--- config.mk ---
export PLATFORM = sky130hd
export DESIGN_NAME = enhanced_uart
export DESIGN_NICKNAME = d
export VERILOG_FILES = /design/src/hdl/uart_pkg.sv /design/src/hdl/baud_divider.sv /design/src/hdl/enhanced_uart.sv
export SDC_FILE = /design/constraint.sdc
export NUM_CORES = 1
export LEC_CHECK = 0
export BUFFER_PORTS_ARGS = -buffer_cell sky130_fd_sc_hd__buf_2
export CORE_MARGIN = 2
export CORE_UTILIZATION = 40
export CTS_BUF_LIST = sky130_fd_sc_hd__clkbuf_16
export DETAILED_ROUTE_END_ITERATION = 7
export PLACE_DENSITY = 0.68
export SLEW_MARGIN = 20
export SYNTH_ARGS = -nofsm -noshare
export SYNTH_HDL_FRONTEND = slang
export SYNTH_HIERARCHICAL = 1
export SYNTH_SLANG_ARGS = --single-unit
--- constraint.sdc ---
create_clock -name aclk -period 8.35 [get_ports aclk]
set_input_delay 0.4175 -clock aclk [delete_from_list [all_inputs] [get_ports aclk]]
set_output_delay 0.4175 -clock aclk [all_outputs]
set_load 0.02 [all_outputs]
--- src/hdl/uart_pkg.sv ---
// Register map, field positions, reset values and counts for the enhanced UART
// Notes on behaviour
// - Shift mode: data on serial in/out pin, clock on txd, 8 bits LSB first.
// - Shift mode bit rate is always cpu clock divided by sixteen.
// - 8-bit framed mode sends start 0, eight data bits LSB first, stop 1.
// - 8-bit framed mode stores received stop bit into received ninth bit.
// - 8-bit framed mode rate comes from timer 1 overflow or divisor generator.
// - 9-bit modes send start, eight data bits, transmit ninth bit, stop.
// - 9-bit modes store received ninth bit; stop bit is dropped.
// - Fixed 9-bit mode runs at cpu clock over 16 or 32, doubling bit picks.
// - Variable 9-bit mode equals fixed mode but uses variable rate source.
// - Divisor generator counts cpu clocks against 16-bit high:low divisor.
// - Timer 1 overflow rate is halved while baud doubling select is clear.
// - Framing error in status; control bit 7 shows it when view select set.
// - Eleven low bit periods flag break; break may request device reset.
// - Double buffered next character follows after a single stop bit.
// - Double buffer enable clear sends ninth bit live and sets TI at frame end; set sets TI early.
// - Double buffered transmit interrupt fires when holding stage frees.
// - Double buffered: ninth bit written first, captured with the data byte.
// - Rate sources: fixed divide, timer 1 overflow, divisor generator only.
// - Break caused reset sets its own flag in the reset cause register.
package uart_pkg;
   localparam logic [7:0] A_CTL = 8'h00;
   localparam logic [7:0] A_BUF = 8'h04;
   localparam logic [7:0] A_STAT = 8'h08;
   localparam logic [7:0] A_PWR = 8'h0C;
   localparam logic [7:0] A_DIVL = 8'h10;
   localparam logic [7:0] A_DIVH = 8'h14;
   localparam logic [7:0] A_ADDR = 8'h18;
   localparam logic [7:0] A_SRC = 8'h1C;
   localparam logic [7:0] A_RST = 8'h20;
   localparam int CTL_SM0 = 7;
   localparam int CTL_MPE = 5;
   localparam int CTL_REN = 4;
   localparam int CTL_TB8 = 3;
   localparam int CTL_RB8 = 2;
   localparam int CTL_TI = 1;
   localparam int CTL_RI = 0;
   localparam int STAT_DBL = 7;
   localparam int STAT_FE = 3;
   localparam int STAT_BRK = 2;
   localparam int PWR_BAUD_DOUBLING_SELECT = 7;
   localparam int PWR_FRAME_ERROR_VIEW_SELECT = 6;
   localparam int SRC_BRG = 0;
   localparam int RST_BRKF = 0;
   localparam int RST_BRKEN = 1;
   localparam logic [7:0] CTL_RST = 8'h00;
   localparam logic [15:0] DIV_RST = 16'h0000;
   localparam logic [7:0] ADDR_RST = 8'h00;
   localparam logic [3:0] OS_LAST = 4'hF;
   localparam logic [3:0] OS_MID = 4'h7;
   localparam logic [3:0] LAST_SHIFT = 4'h7;
   localparam logic [3:0] LAST_8BIT = 4'h9;
   localparam logic [3:0] LAST_9BIT = 4'hA;
   localparam logic [3:0] NINTH_POS = 4'h9;
   localparam logic [7:0] BRK_TICKS = 8'hB0;
   localparam logic [1:0] RESP_OKAY = 2'b00;
   localparam logic [1:0] RESP_SLVERR = 2'b10;
   typedef enum logic [1:0] {
      MODE_SHIFT = 2'b00,
      MODE_8BIT = 2'b01,
      MODE_9FIX = 2'b10,
      MODE_9VAR = 2'b11
   } uart_mode_t;
   typedef enum logic {TX_IDLE = 1'b0, TX_SEND = 1'b1} tx_state_t;
   typedef enum logic {RX_IDLE = 1'b0, RX_RUN = 1'b1} rx_state_t;
endpackage
--- src/hdl/baud_divider.sv ---
// Independent divisor baud generator, one tick per divisor+1 clocks
`timescale 1ns/1ps
module baud_divider #(
   parameter int WIDTH = 16
) (
   input logic aclk,
   input logic aresetn,
   input logic [WIDTH-1:0] divisor,
   output logic tick
);
   logic [WIDTH-1:0] cnt_ff;
   logic tick_ff;
   wire wrap = (cnt_ff >= divisor);
   wire [WIDTH-1:0] nxt_cnt = wrap ? '0 : cnt_ff + 1'b1;

   always_ff @(posedge aclk) begin
      if (!aresetn) begin
         cnt_ff <= '0;
         tick_ff <= 1'b0;
      end else begin
         cnt_ff <= nxt_cnt;
         tick_ff <= wrap;
      end
   end

   assign tick = tick_ff;
endmodule

--- src/hdl/enhanced_uart.sv ---
// Enhanced UART with rate selection, break detect and AXI4-Lite registers
`timescale 1ns/1ps
module enhanced_uart
   import uart_pkg::*;
(
   input logic aclk,
   input logic aresetn,
   input logic por_n,
   input logic [7:0] awaddr,
   input logic awvalid,
   output logic awready,
   input logic [31:0] wdata,
   input logic [3:0] wstrb,
   input logic wvalid,
   output logic wready,
   output logic [1:0] bresp,
   output logic bvalid,
   input logic bready,
   input logic [7:0] araddr,
   input logic arvalid,
   output logic arready,
   output logic [31:0] rdata,
   output logic [1:0] rresp,
   output logic rvalid,
   input logic rready,
   input logic t1_overflow,
   input logic rxd_i,
   output logic rxd_o,
   output logic rxd_oe,
   output logic txd,
   output logic break_reset
);
   function automatic logic mapped(input logic [7:0] a);
      mapped = a inside {A_CTL, A_BUF, A_STAT, A_PWR, A_DIVL, A_DIVH, A_ADDR, A_SRC, A_RST};
   endfunction

   // Bus slave state
   logic aw_got_ff, w_got_ff, awready_ff, wready_ff, bvalid_ff;
   logic arready_ff, rvalid_ff, w_strb_ff;
   logic [7:0] aw_addr_ff;
   logic [31:0] w_data_ff, rdata_ff;
   logic [1:0] bresp_ff, rresp_ff;
   // Register state
   logic [7:0] ctl_ff, addr_ff, rxbuf_ff;
   logic [15:0] div_ff;
   logic dbl_ff, fe_ff, brk_ff, baud_doubling_select_ff, frame_error_view_select_ff, brg_sel_ff, brken_ff, brkf_ff;
   // Engine state
   tx_state_t tx_state_ff, nxt_tx_state;
   rx_state_t rx_state_ff, nxt_rx_state;
   logic [10:0] tx_sh_ff;
   logic [3:0] tx_bit_ff, tx_os_ff, rx_bit_ff, rx_os_ff;
   logic [7:0] hold_ff, rx_sh_ff, brk_cnt_ff;
   logic hold9_ff, hold_v_ff, rx9_ff, half_ff, t1_half_ff;
   logic txd_ff, rxd_o_ff, rxd_oe_ff, brk_rst_ff;
   logic brg_tick;

   // Write channel: address and data in either order
   wire aw_hs = awvalid & awready_ff;
   wire w_hs = wvalid & wready_ff;
   wire have_aw = aw_got_ff | aw_hs;
   wire have_w = w_got_ff | w_hs;
   wire do_wr = have_aw & have_w;
   wire [7:0] wa = aw_hs ? awaddr : aw_addr_ff;
   wire [31:0] wdat = w_hs ? wdata : w_data_ff;
   wire we = do_wr & (w_hs ? wstrb[0] : w_strb_ff);
   wire [7:0] wd = wdat[7:0];
   wire nxt_aw_got = have_aw & ~do_wr;
   wire nxt_w_got = have_w & ~do_wr;
   wire nxt_bvalid = do_wr | (bvalid_ff & ~bready);
   wire ar_hs = arvalid & arready_ff;
   wire nxt_rvalid = ar_hs | (rvalid_ff & ~rready);

   wire wr_ctl = we & (wa == A_CTL);
   wire wr_buf = we & (wa == A_BUF);
   wire wr_stat = we & (wa == A_STAT);
   wire wr_pwr = we & (wa == A_PWR);
   wire wr_divl = we & (wa == A_DIVL);
   wire wr_divh = we & (wa == A_DIVH);
   wire wr_addr = we & (wa == A_ADDR);
   wire wr_src = we & (wa == A_SRC);
   wire wr_rst = we & (wa == A_RST);

   always_ff @(posedge aclk) begin
      if (!aresetn) begin
         aw_got_ff <= 1'b0;
         w_got_ff <= 1'b0;
         awready_ff <= 1'b0;
         wready_ff <= 1'b0;
         bvalid_ff <= 1'b0;
         bresp_ff <= RESP_OKAY;
      end else begin
         aw_got_ff <= nxt_aw_got;
         w_got_ff <= nxt_w_got;
         awready_ff <= ~nxt_aw_got & ~nxt_bvalid;
         wready_ff <= ~nxt_w_got & ~nxt_bvalid;
         bvalid_ff <= nxt_bvalid;
         if (do_wr) bresp_ff <= mapped(wa) ? RESP_OKAY : RESP_SLVERR;
      end
   end

   always_ff @(posedge aclk) begin
      if (aw_hs) aw_addr_ff <= awaddr;
      if (w_hs) begin
         w_data_ff <= wdata;
         w_strb_ff <= wstrb[0];
      end
   end

   // Mode, rate source and oversample tick
   wire sm0 = ctl_ff[CTL_SM0];
   wire mpe = ctl_ff[CTL_MPE];
   wire ri = ctl_ff[CTL_RI];
   uart_mode_t mode;
   assign mode = uart_mode_t'(ctl_ff[7:6]);
   wire shift = (mode == MODE_SHIFT);
   wire nine = ctl_ff[7];
   wire dbl_eff = dbl_ff & ~shift;
   wire var_tick = brg_sel_ff ? brg_tick : (t1_overflow & (baud_doubling_select_ff | t1_half_ff));
   wire os_tick = shift ? 1'b1 : (mode == MODE_9FIX) ? (baud_doubling_select_ff | half_ff) : var_tick;

   baud_divider #(.WIDTH(16)) u_brg (
      .aclk(aclk),
      .aresetn(aresetn),
      .divisor(div_ff),
      .tick(brg_tick)
   );

   // Transmitter
   wire tx_busy = (tx_state_ff == TX_SEND);
   wire rx_busy = (rx_state_ff == RX_RUN);
   wire [3:0] last_bit = nine ? LAST_9BIT : shift ? LAST_SHIFT : LAST_8BIT;
   wire tx_end = tx_busy & os_tick & (tx_os_ff == OS_LAST);
   wire tx_last = tx_end & (tx_bit_ff == last_bit);
   wire start_tx = hold_v_ff & (~tx_busy | tx_last) & ~(shift & rx_busy);
   wire live9 = ~dbl_eff & nine & (tx_bit_ff == NINTH_POS);
   wire tx_bit = live9 ? ctl_ff[CTL_TB8] : tx_sh_ff[0];
   wire [10:0] frame = shift ? {3'b111, hold_ff}
                     : nine ? {1'b1, hold9_ff, hold_ff, 1'b0}
                     : {2'b11, hold_ff, 1'b0};
   wire ti_set = dbl_eff ? start_tx : tx_last;

   always_comb begin
      nxt_tx_state = tx_state_ff;
      unique case (tx_state_ff)
         TX_IDLE: if (start_tx) nxt_tx_state = TX_SEND;
         TX_SEND: if (tx_last && !start_tx) nxt_tx_state = TX_IDLE;
      endcase
   end

   always_ff @(posedge aclk) begin
      if (!aresetn) begin
         tx_state_ff <= TX_IDLE;
         hold_v_ff <= 1'b0;
      end else begin
         tx_state_ff <= nxt_tx_state;
         hold_v_ff <= wr_buf | (hold_v_ff & ~start_tx);
      end
   end

   always_ff @(posedge aclk) begin
      if (wr_buf) begin
         hold_ff <= wd;
         hold9_ff <= ctl_ff[CTL_TB8];
      end
      if (start_tx) begin
         tx_sh_ff <= frame;
         tx_bit_ff <= 4'h0;
         tx_os_ff <= 4'h0;
      end else if (tx_busy && os_tick) begin
         tx_os_ff <= tx_os_ff + 4'h1;
         if (tx_os_ff == OS_LAST) begin
            tx_sh_ff <= {1'b1, tx_sh_ff[10:1]};
            tx_bit_ff <= tx_bit_ff + 4'h1;
         end
      end
   end

   // Pins: shift mode puts data on rxd and the clock on txd
   wire shclk = tx_busy ? tx_os_ff[3] : rx_busy ? rx_os_ff[3] : 1'b1;
   always_ff @(posedge aclk) begin
      if (!aresetn) begin
         txd_ff <= 1'b1;
         rxd_o_ff <= 1'b1;
         rxd_oe_ff <= 1'b0;
      end else begin
         txd_ff <= shift ? shclk : (tx_busy ? tx_bit : 1'b1);
         rxd_o_ff <= tx_busy ? tx_bit : 1'b1;
         rxd_oe_ff <= shift & tx_busy;
      end
   end

   // Receiver
   wire [3:0] samp_pt = shift ? OS_LAST : OS_MID;
   wire samp = rx_busy & os_tick & (rx_os_ff == samp_pt);
   wire is_data = shift | ((rx_bit_ff != 4'h0) & (rx_bit_ff <= 4'h8));
   wire rx_abort = samp & ~shift & (rx_bit_ff == 4'h0) & rxd_i;
   wire rx_done = samp & (rx_bit_ff == last_bit);
   wire [7:0] rx_data = shift ? {rxd_i, rx_sh_ff[7:1]} : rx_sh_ff;
   wire addr_ok = ~mpe | (rx9_ff & (rx_data == addr_ff));
   wire acc = shift | (nine ? addr_ok : (~mpe | rxd_i));
   wire ri_free = ~ri | (wr_ctl & ~wd[CTL_RI]);
   wire rx_take = rx_done & acc & ri_free;
   wire fe_set = rx_done & ~shift & ~rxd_i;
   wire rx_go_shift = shift & ctl_ff[CTL_REN] & ~ri & ~tx_busy & ~start_tx;
   wire rx_go_frame = ~shift & ctl_ff[CTL_REN] & os_tick & ~rxd_i;

   always_comb begin
      nxt_rx_state = rx_state_ff;
      unique case (rx_state_ff)
         RX_IDLE: if (rx_go_shift || rx_go_frame) nxt_rx_state = RX_RUN;
         RX_RUN: if (rx_done || rx_abort) nxt_rx_state = RX_IDLE;
      endcase
   end

   always_ff @(posedge aclk) begin
      if (!aresetn) rx_state_ff <= RX_IDLE;
      else rx_state_ff <= nxt_rx_state;
   end

   always_ff @(posedge aclk) begin
      if (!rx_busy) begin
         rx_bit_ff <= 4'h0;
         rx_os_ff <= shift ? 4'h0 : 4'h1;
      end else if (os_tick) begin
         rx_os_ff <= rx_os_ff + 4'h1;
         if (rx_os_ff == OS_LAST) rx_bit_ff <= rx_bit_ff + 4'h1;
      end
      if (samp && is_data) rx_sh_ff <= {rxd_i, rx_sh_ff[7:1]};
      if (samp && rx_bit_ff == NINTH_POS) rx9_ff <= rxd_i;
   end

   // Break: eleven bit periods of continuous low
   wire brk_hit = ~shift & ~rxd_i & os_tick & (brk_cnt_ff == BRK_TICKS - 8'h01);
   always_ff @(posedge aclk) begin
      if (!aresetn || rxd_i || shift) brk_cnt_ff <= 8'h00;
      else if (os_tick && brk_cnt_ff != BRK_TICKS) brk_cnt_ff <= brk_cnt_ff + 8'h01;
   end

   // Control register and flags; hardware set wins over software clear
   wire nxt_ri = rx_take | (wr_ctl ? wd[CTL_RI] : ri);
   wire nxt_ti = ti_set | (wr_ctl ? wd[CTL_TI] : ctl_ff[CTL_TI]);
   wire rb8_hw = nine ? rx9_ff : rxd_i;
   wire nxt_rb8 = (rx_take & ~shift) ? rb8_hw : wr_ctl ? wd[CTL_RB8] : ctl_ff[CTL_RB8];
   wire nxt_sm0 = (wr_ctl & ~frame_error_view_select_ff) ? wd[CTL_SM0] : sm0;
   wire [7:0] nxt_ctl = {nxt_sm0, wr_ctl ? wd[6:3] : ctl_ff[6:3], nxt_rb8, nxt_ti, nxt_ri};
   wire fe_wr = wr_stat | (wr_ctl & frame_error_view_select_ff);
   wire fe_wv = wr_stat ? wd[STAT_FE] : wd[CTL_SM0];
   wire nxt_fe = fe_set | (fe_wr ? fe_wv : fe_ff);

   always_ff @(posedge aclk) begin
      if (!aresetn) begin
         ctl_ff <= CTL_RST;
         fe_ff <= 1'b0;
         brk_ff <= 1'b0;
         dbl_ff <= 1'b0;
         baud_doubling_select_ff <= 1'b0;
         frame_error_view_select_ff <= 1'b0;
         div_ff <= DIV_RST;
         addr_ff <= ADDR_RST;
         brg_sel_ff <= 1'b0;
         brken_ff <= 1'b0;
         brk_rst_ff <= 1'b0;
         half_ff <= 1'b0;
         t1_half_ff <= 1'b0;
      end else begin
         ctl_ff <= nxt_ctl;
         fe_ff <= nxt_fe;
         brk_ff <= brk_hit | (wr_stat ? wd[STAT_BRK] : brk_ff);
         brk_rst_ff <= brk_hit & brken_ff;
         half_ff <= ~half_ff;
         if (t1_overflow) t1_half_ff <= ~t1_half_ff;
         if (wr_stat) dbl_ff <= wd[STAT_DBL];
         if (wr_pwr) baud_doubling_select_ff <= wd[PWR_BAUD_DOUBLING_SELECT];
         if (wr_pwr) frame_error_view_select_ff <= wd[PWR_FRAME_ERROR_VIEW_SELECT];
         if (wr_divl) div_ff[7:0] <= wd;
         if (wr_divh) div_ff[15:8] <= wd;
         if (wr_addr) addr_ff <= wd;
         if (wr_src) brg_sel_ff <= wd[SRC_BRG];
         if (wr_rst) brken_ff <= wd[RST_BRKEN];
      end
   end

   // Reset cause flag survives the block reset, cleared at power-on or by a write to its bit
   always_ff @(posedge aclk) begin
      if (!por_n) brkf_ff <= 1'b0;
      else brkf_ff <= (brk_hit & brken_ff) | (wr_rst ? wd[RST_BRKF] : brkf_ff);
      if (rx_take) rxbuf_ff <= rx_data;
   end

   // Read path
   wire [7:0] ctl_rd = {frame_error_view_select_ff ? fe_ff : sm0, ctl_ff[6:0]};
   wire [7:0] rd_val = (araddr == A_CTL) ? ctl_rd
                     : (araddr == A_BUF) ? rxbuf_ff
                     : (araddr == A_STAT) ? {dbl_ff, 3'b000, fe_ff, brk_ff, 2'b00}
                     : (araddr == A_PWR) ? {baud_doubling_select_ff, frame_error_view_select_ff, 6'h00}
                     : (araddr == A_DIVL) ? div_ff[7:0]
                     : (araddr == A_DIVH) ? div_ff[15:8]
                     : (araddr == A_ADDR) ? addr_ff
                     : (araddr == A_SRC) ? {7'h00, brg_sel_ff}
                     : (araddr == A_RST) ? {6'h00, brken_ff, brkf_ff}
                     : 8'h00;

   always_ff @(posedge aclk) begin
      if (!aresetn) begin
         arready_ff <= 1'b0;
         rvalid_ff <= 1'b0;
         rdata_ff <= 32'h00000000;
         rresp_ff <= RESP_OKAY;
      end else begin
         arready_ff <= ~nxt_rvalid;
         rvalid_ff <= nxt_rvalid;
         if (ar_hs) begin
            rdata_ff <= {24'h000000, rd_val};
            rresp_ff <= mapped(araddr) ? RESP_OKAY : RESP_SLVERR;
         end
      end
   end

   assign awready = awready_ff;
   assign wready = wready_ff;
   assign bvalid = bvalid_ff;
   assign bresp = bresp_ff;
   assign arready = arready_ff;
   assign rvalid = rvalid_ff;
   assign rdata = rdata_ff;
   assign rresp = rresp_ff;
   assign txd = txd_ff;
   assign rxd_o = rxd_o_ff;
   assign rxd_oe = rxd_oe_ff;
   assign break_reset = brk_rst_ff;
endmodule

==> flow_metrics.py <==
metrics = {
    "power_and_ir_drop": {
        "p_total_mw": 1.72,
        "peakVddDrop_uv": 127,
        "p_leak_nw": 3.45,
        "power.density_nw_per_um2": 191,
    },
    "setup_path": {
        "critical_path.endpoint_type": "flip-flop",
        "max_stage_delay_ps": 600,
        "cp_slowest_cell": "nor2_1",
        "worst_setup_path_start_kind": "flip-flop",
        "cpMostUsedCell": "nor2_1",
        "cp.required_ps": 8410,
        "critPathKind": "flip-flop to flip-flop",
        "worstPathMaxFanout": 16,
        "crit_buf_inv": 1,
        "worstPathArrival_ps": 3310,
        "crit_chain": "nor2_1 > buf_4 > xnor2_1 > nand4_1 > nor4b_1 > a32oi_1 > nor2_1",
        "cp_top_family": "simple AND/OR/NAND/NOR gates",
    },
    "final_layout": {
        "drive_gt1_frac": 0.127,
        "layout-area-overhead-vs-synth_pct": 11.5,
        "multi_input_area_um2": 4050,
        "fill_cells": 1873,
        "layout_common_cells": "dfxtp_1, nand2_1, nor2_1",
        "utilization": 0.459,
        "seq_area_um2": 3600,
        "final_nets": 997,
        "layout_commonest_cell": "dfxtp_1",
    },
    "clocking": {
        "clkTransAtPathRegs_ps": 60,
        "cts_setup_buffers": 0,
        "clk_latency_ps": 440,
        "cts-htree-levels": 4,
        "cts.path.max_buffers": 2,
        "cts_buffers": 17,
        "root_buffer": "clkbuf_16",
        "cts_hold_buf": 0,
        "cts_resized": 0,
        "clock_sinks": 160,
        "cts_tree": "yes",
    },
    "detailed_routing": {
        "avgViaCountPerCell": 5.13,
        "wire_per_inst_um": 15.6,
        "vias": 6087,
        "antenna_left": 0,
        "drc": 0,
        "first_pass_iters": 8,
        "routed_wl_mm": 18.5,
        "drt_iter0_markers": 397,
    },
    "sta": {
        "finClkSkew_ps": 12.3,
        "grt_setup_unrepaired": "false",
        "max_slew.worst_pin.slew_ps": 792,
        "period_needed_ps": 3250,
        "relSlewSlack": 0.457,
        "max_freq_mhz": 308,
        "setup_ws_ps": 5100,
        "fin_crit_sh": 0.389,
        "hold_viol": 0,
        "fin_tns_setup_ps": 0,
        "slew_violations": 0,
        "hold_ws_ps": 192,
        "setup_violations": 0,
    },
    "die": {
        "die_area_um2": 21300,
        "start_util": 0.412,
        "row_count": 51,
        "io_pins": 107,
        "die_y_um": 146,
        "design.core.area_um2": 19600,
        "die_w_um": 146,
    },
    "grt": {
        "grt_usage": 0.176,
        "grt_max_degree": 71,
        "grt_pass1_vias": 5593,
        "grt_overflow": 0,
        "antenna_found_initial": 1,
        "grt_pass1_wl_mm": 29.7,
    },
    "synthesis": {
        "async_flop_share": 0,
        "netlist_area_um2": 8060,
        "yosysUniqueCellTypes": 73,
        "syn_area_per_cell_um2": 9.31,
        "synth-edff-count": 40,
        "seq_area_frac_synth": 0.447,
        "ys_ff_latch": 160,
        "yosys_warnings": 6,
        "ys.flop_type": "dfxtp_1",
        "syn-instance-count": 866,
    },
    "run_status": {
        "status": "finished, final reports clean",
    },
    "placed_design": {
        "pre_cts_ws_ps": 5160,
        "dpl.hpwl_mm": 13.3,
        "globalplace.congestion": 0.867,
        "port_buffers": 53,
    },
    "job": {
        "maxCapViolations": 0,
    },
    "hold_path": {
        "hp-class": "input pin to flip-flop",
    },
}
==> routing by layer <==
layer  GRT usage  wire length, µm
met3      0.0307              778
met1       0.239             8790
met4      0.0607              276
met2       0.284             8660
met5           0                0
==> registers in the layout (all words and copies together), names as in the netlist, 8 cells and up <==
| signal | count |
|---|---|
| rdata | 8 |
| tx_sh_ff | 10 |
| brk_cnt_ff | 8 |
| addr_ff | 8 |
| div_ff | 16 |
| rxbuf_ff | 8 |
| ctl_ff | 8 |
| u_brg/cnt_ff | 16 |
| w_data_ff | 8 |
| aw_addr_ff | 8 |
| hold_ff | 8 |
| rx_sh_ff | 8 |
==> synthesized netlist by cell type, drive strengths merged (2+ instances only) <==
| cell type | number | area, µm² |
|---|---|---|
| dfxtp | 120 | 2400 |
| nand2 | 98 | 378 |
| nor2 | 83 | 319 |
| nor2b | 47 | 294 |
| a21oi | 46 | 234 |
| mux2i | 42 | 433 |
| inv | 41 | 154 |
| edfxtp | 40 | 1200 |
| buf | 36 | 264 |
| ha | 26 | 325 |
| o21ai | 24 | 120 |
| nand3 | 22 | 110 |
| clkbuf | 21 | 98.9 |
| xnor2 | 19 | 166 |
| nand4 | 16 | 106 |
| xor2 | 16 | 140 |
| a31oi | 12 | 75.1 |
| mux2 | 12 | 146 |
| and2 | 11 | 70.1 |
| a21boi | 10 | 75.1 |
| nand3b | 10 | 75.1 |
| nor3 | 10 | 61.3 |
| nand2b | 9 | 56.3 |
| and3 | 8 | 50.1 |
| nor3b | 8 | 71.3 |
| nor4 | 7 | 43.8 |
| or3 | 7 | 43.8 |
| o211ai | 6 | 45.0 |
| o21a | 6 | 45.0 |
| a211oi | 5 | 37.5 |
| o31ai | 5 | 37.5 |
| a2111oi | 4 | 41.3 |
| or2 | 4 | 27.5 |
| a22oi | 3 | 22.5 |
| o211a | 3 | 30.0 |
| o221ai | 3 | 26.3 |
| a21o | 2 | 15.0 |
| a41oi | 2 | 17.5 |
| nor4b | 2 | 17.5 |
| o22ai | 2 | 12.5 |
==> tightest hold or removal path, cell delays in order <==
cell,delay (ps)
buf_2,90
nand2_1,40
nand2_1,40
==> path summary, 6_finish.rpt <==
check / from / endpoint / slack, ps / depth (start not counted)
setup / recovery: ctl_ff[6] / rxbuf_ff[1] / 5100 / 7
hold / removal: awaddr[7] / aw_addr_ff[7] / 190 / 3
setup reg to reg: ctl_ff[6] / rxbuf_ff[1] / 5100 / 7
hold reg to reg: half_ff / half_ff / 410 / 1
==> logic make-up (layout without fill, tap and decap cells) <==
group,Yosys count,count (layout),synth area share
AND/OR/NAND/NOR,349,349,0.222
flip-flops,160,160,0.447
AO/OA/AOI/OAI,143,143,0.116
buffers and inverters,98,128,0.0641
multiplexers,54,54,0.0718
XOR/XNOR,35,35,0.0380
adder cells (fa/ha/maj),26,26,0.0403
other,1,27,0.000465
==> per-stage QoR <==
step,instances,area (µm²)
finish,1187,8990
global route,1186,8980
CTS,1186,8980
detailed placement,1155,8420
global placement,1155,8420
floorplan,891,8160
==> where the power goes <==
group | internal, mW | switching [mW] | leakage [nW]
Combinational | 0.0469 | 0.100 | 1.82
Clock | 0.414 | 0.319 | 0.277
Sequential | 0.820 | 0.0144 | 1.36
Total | 1.28 | 0.434 | 3.45
==> layout make-up <==
class / instances / share of cell area
Clock inverter: 12 / 0.00905
Tap cell: 265 / 0.0369
Inverter: 41 / 0.0171
Sequential cell: 160 / 0.401
Clock buffer: 19 / 0.0529
Antenna cell: 1 / 0.000278
Timing Repair Buffer: 56 / 0.0320
Multi-Input combinational cell: 633 / 0.451
No activity file was read; power rests on OpenSTA's default activity.
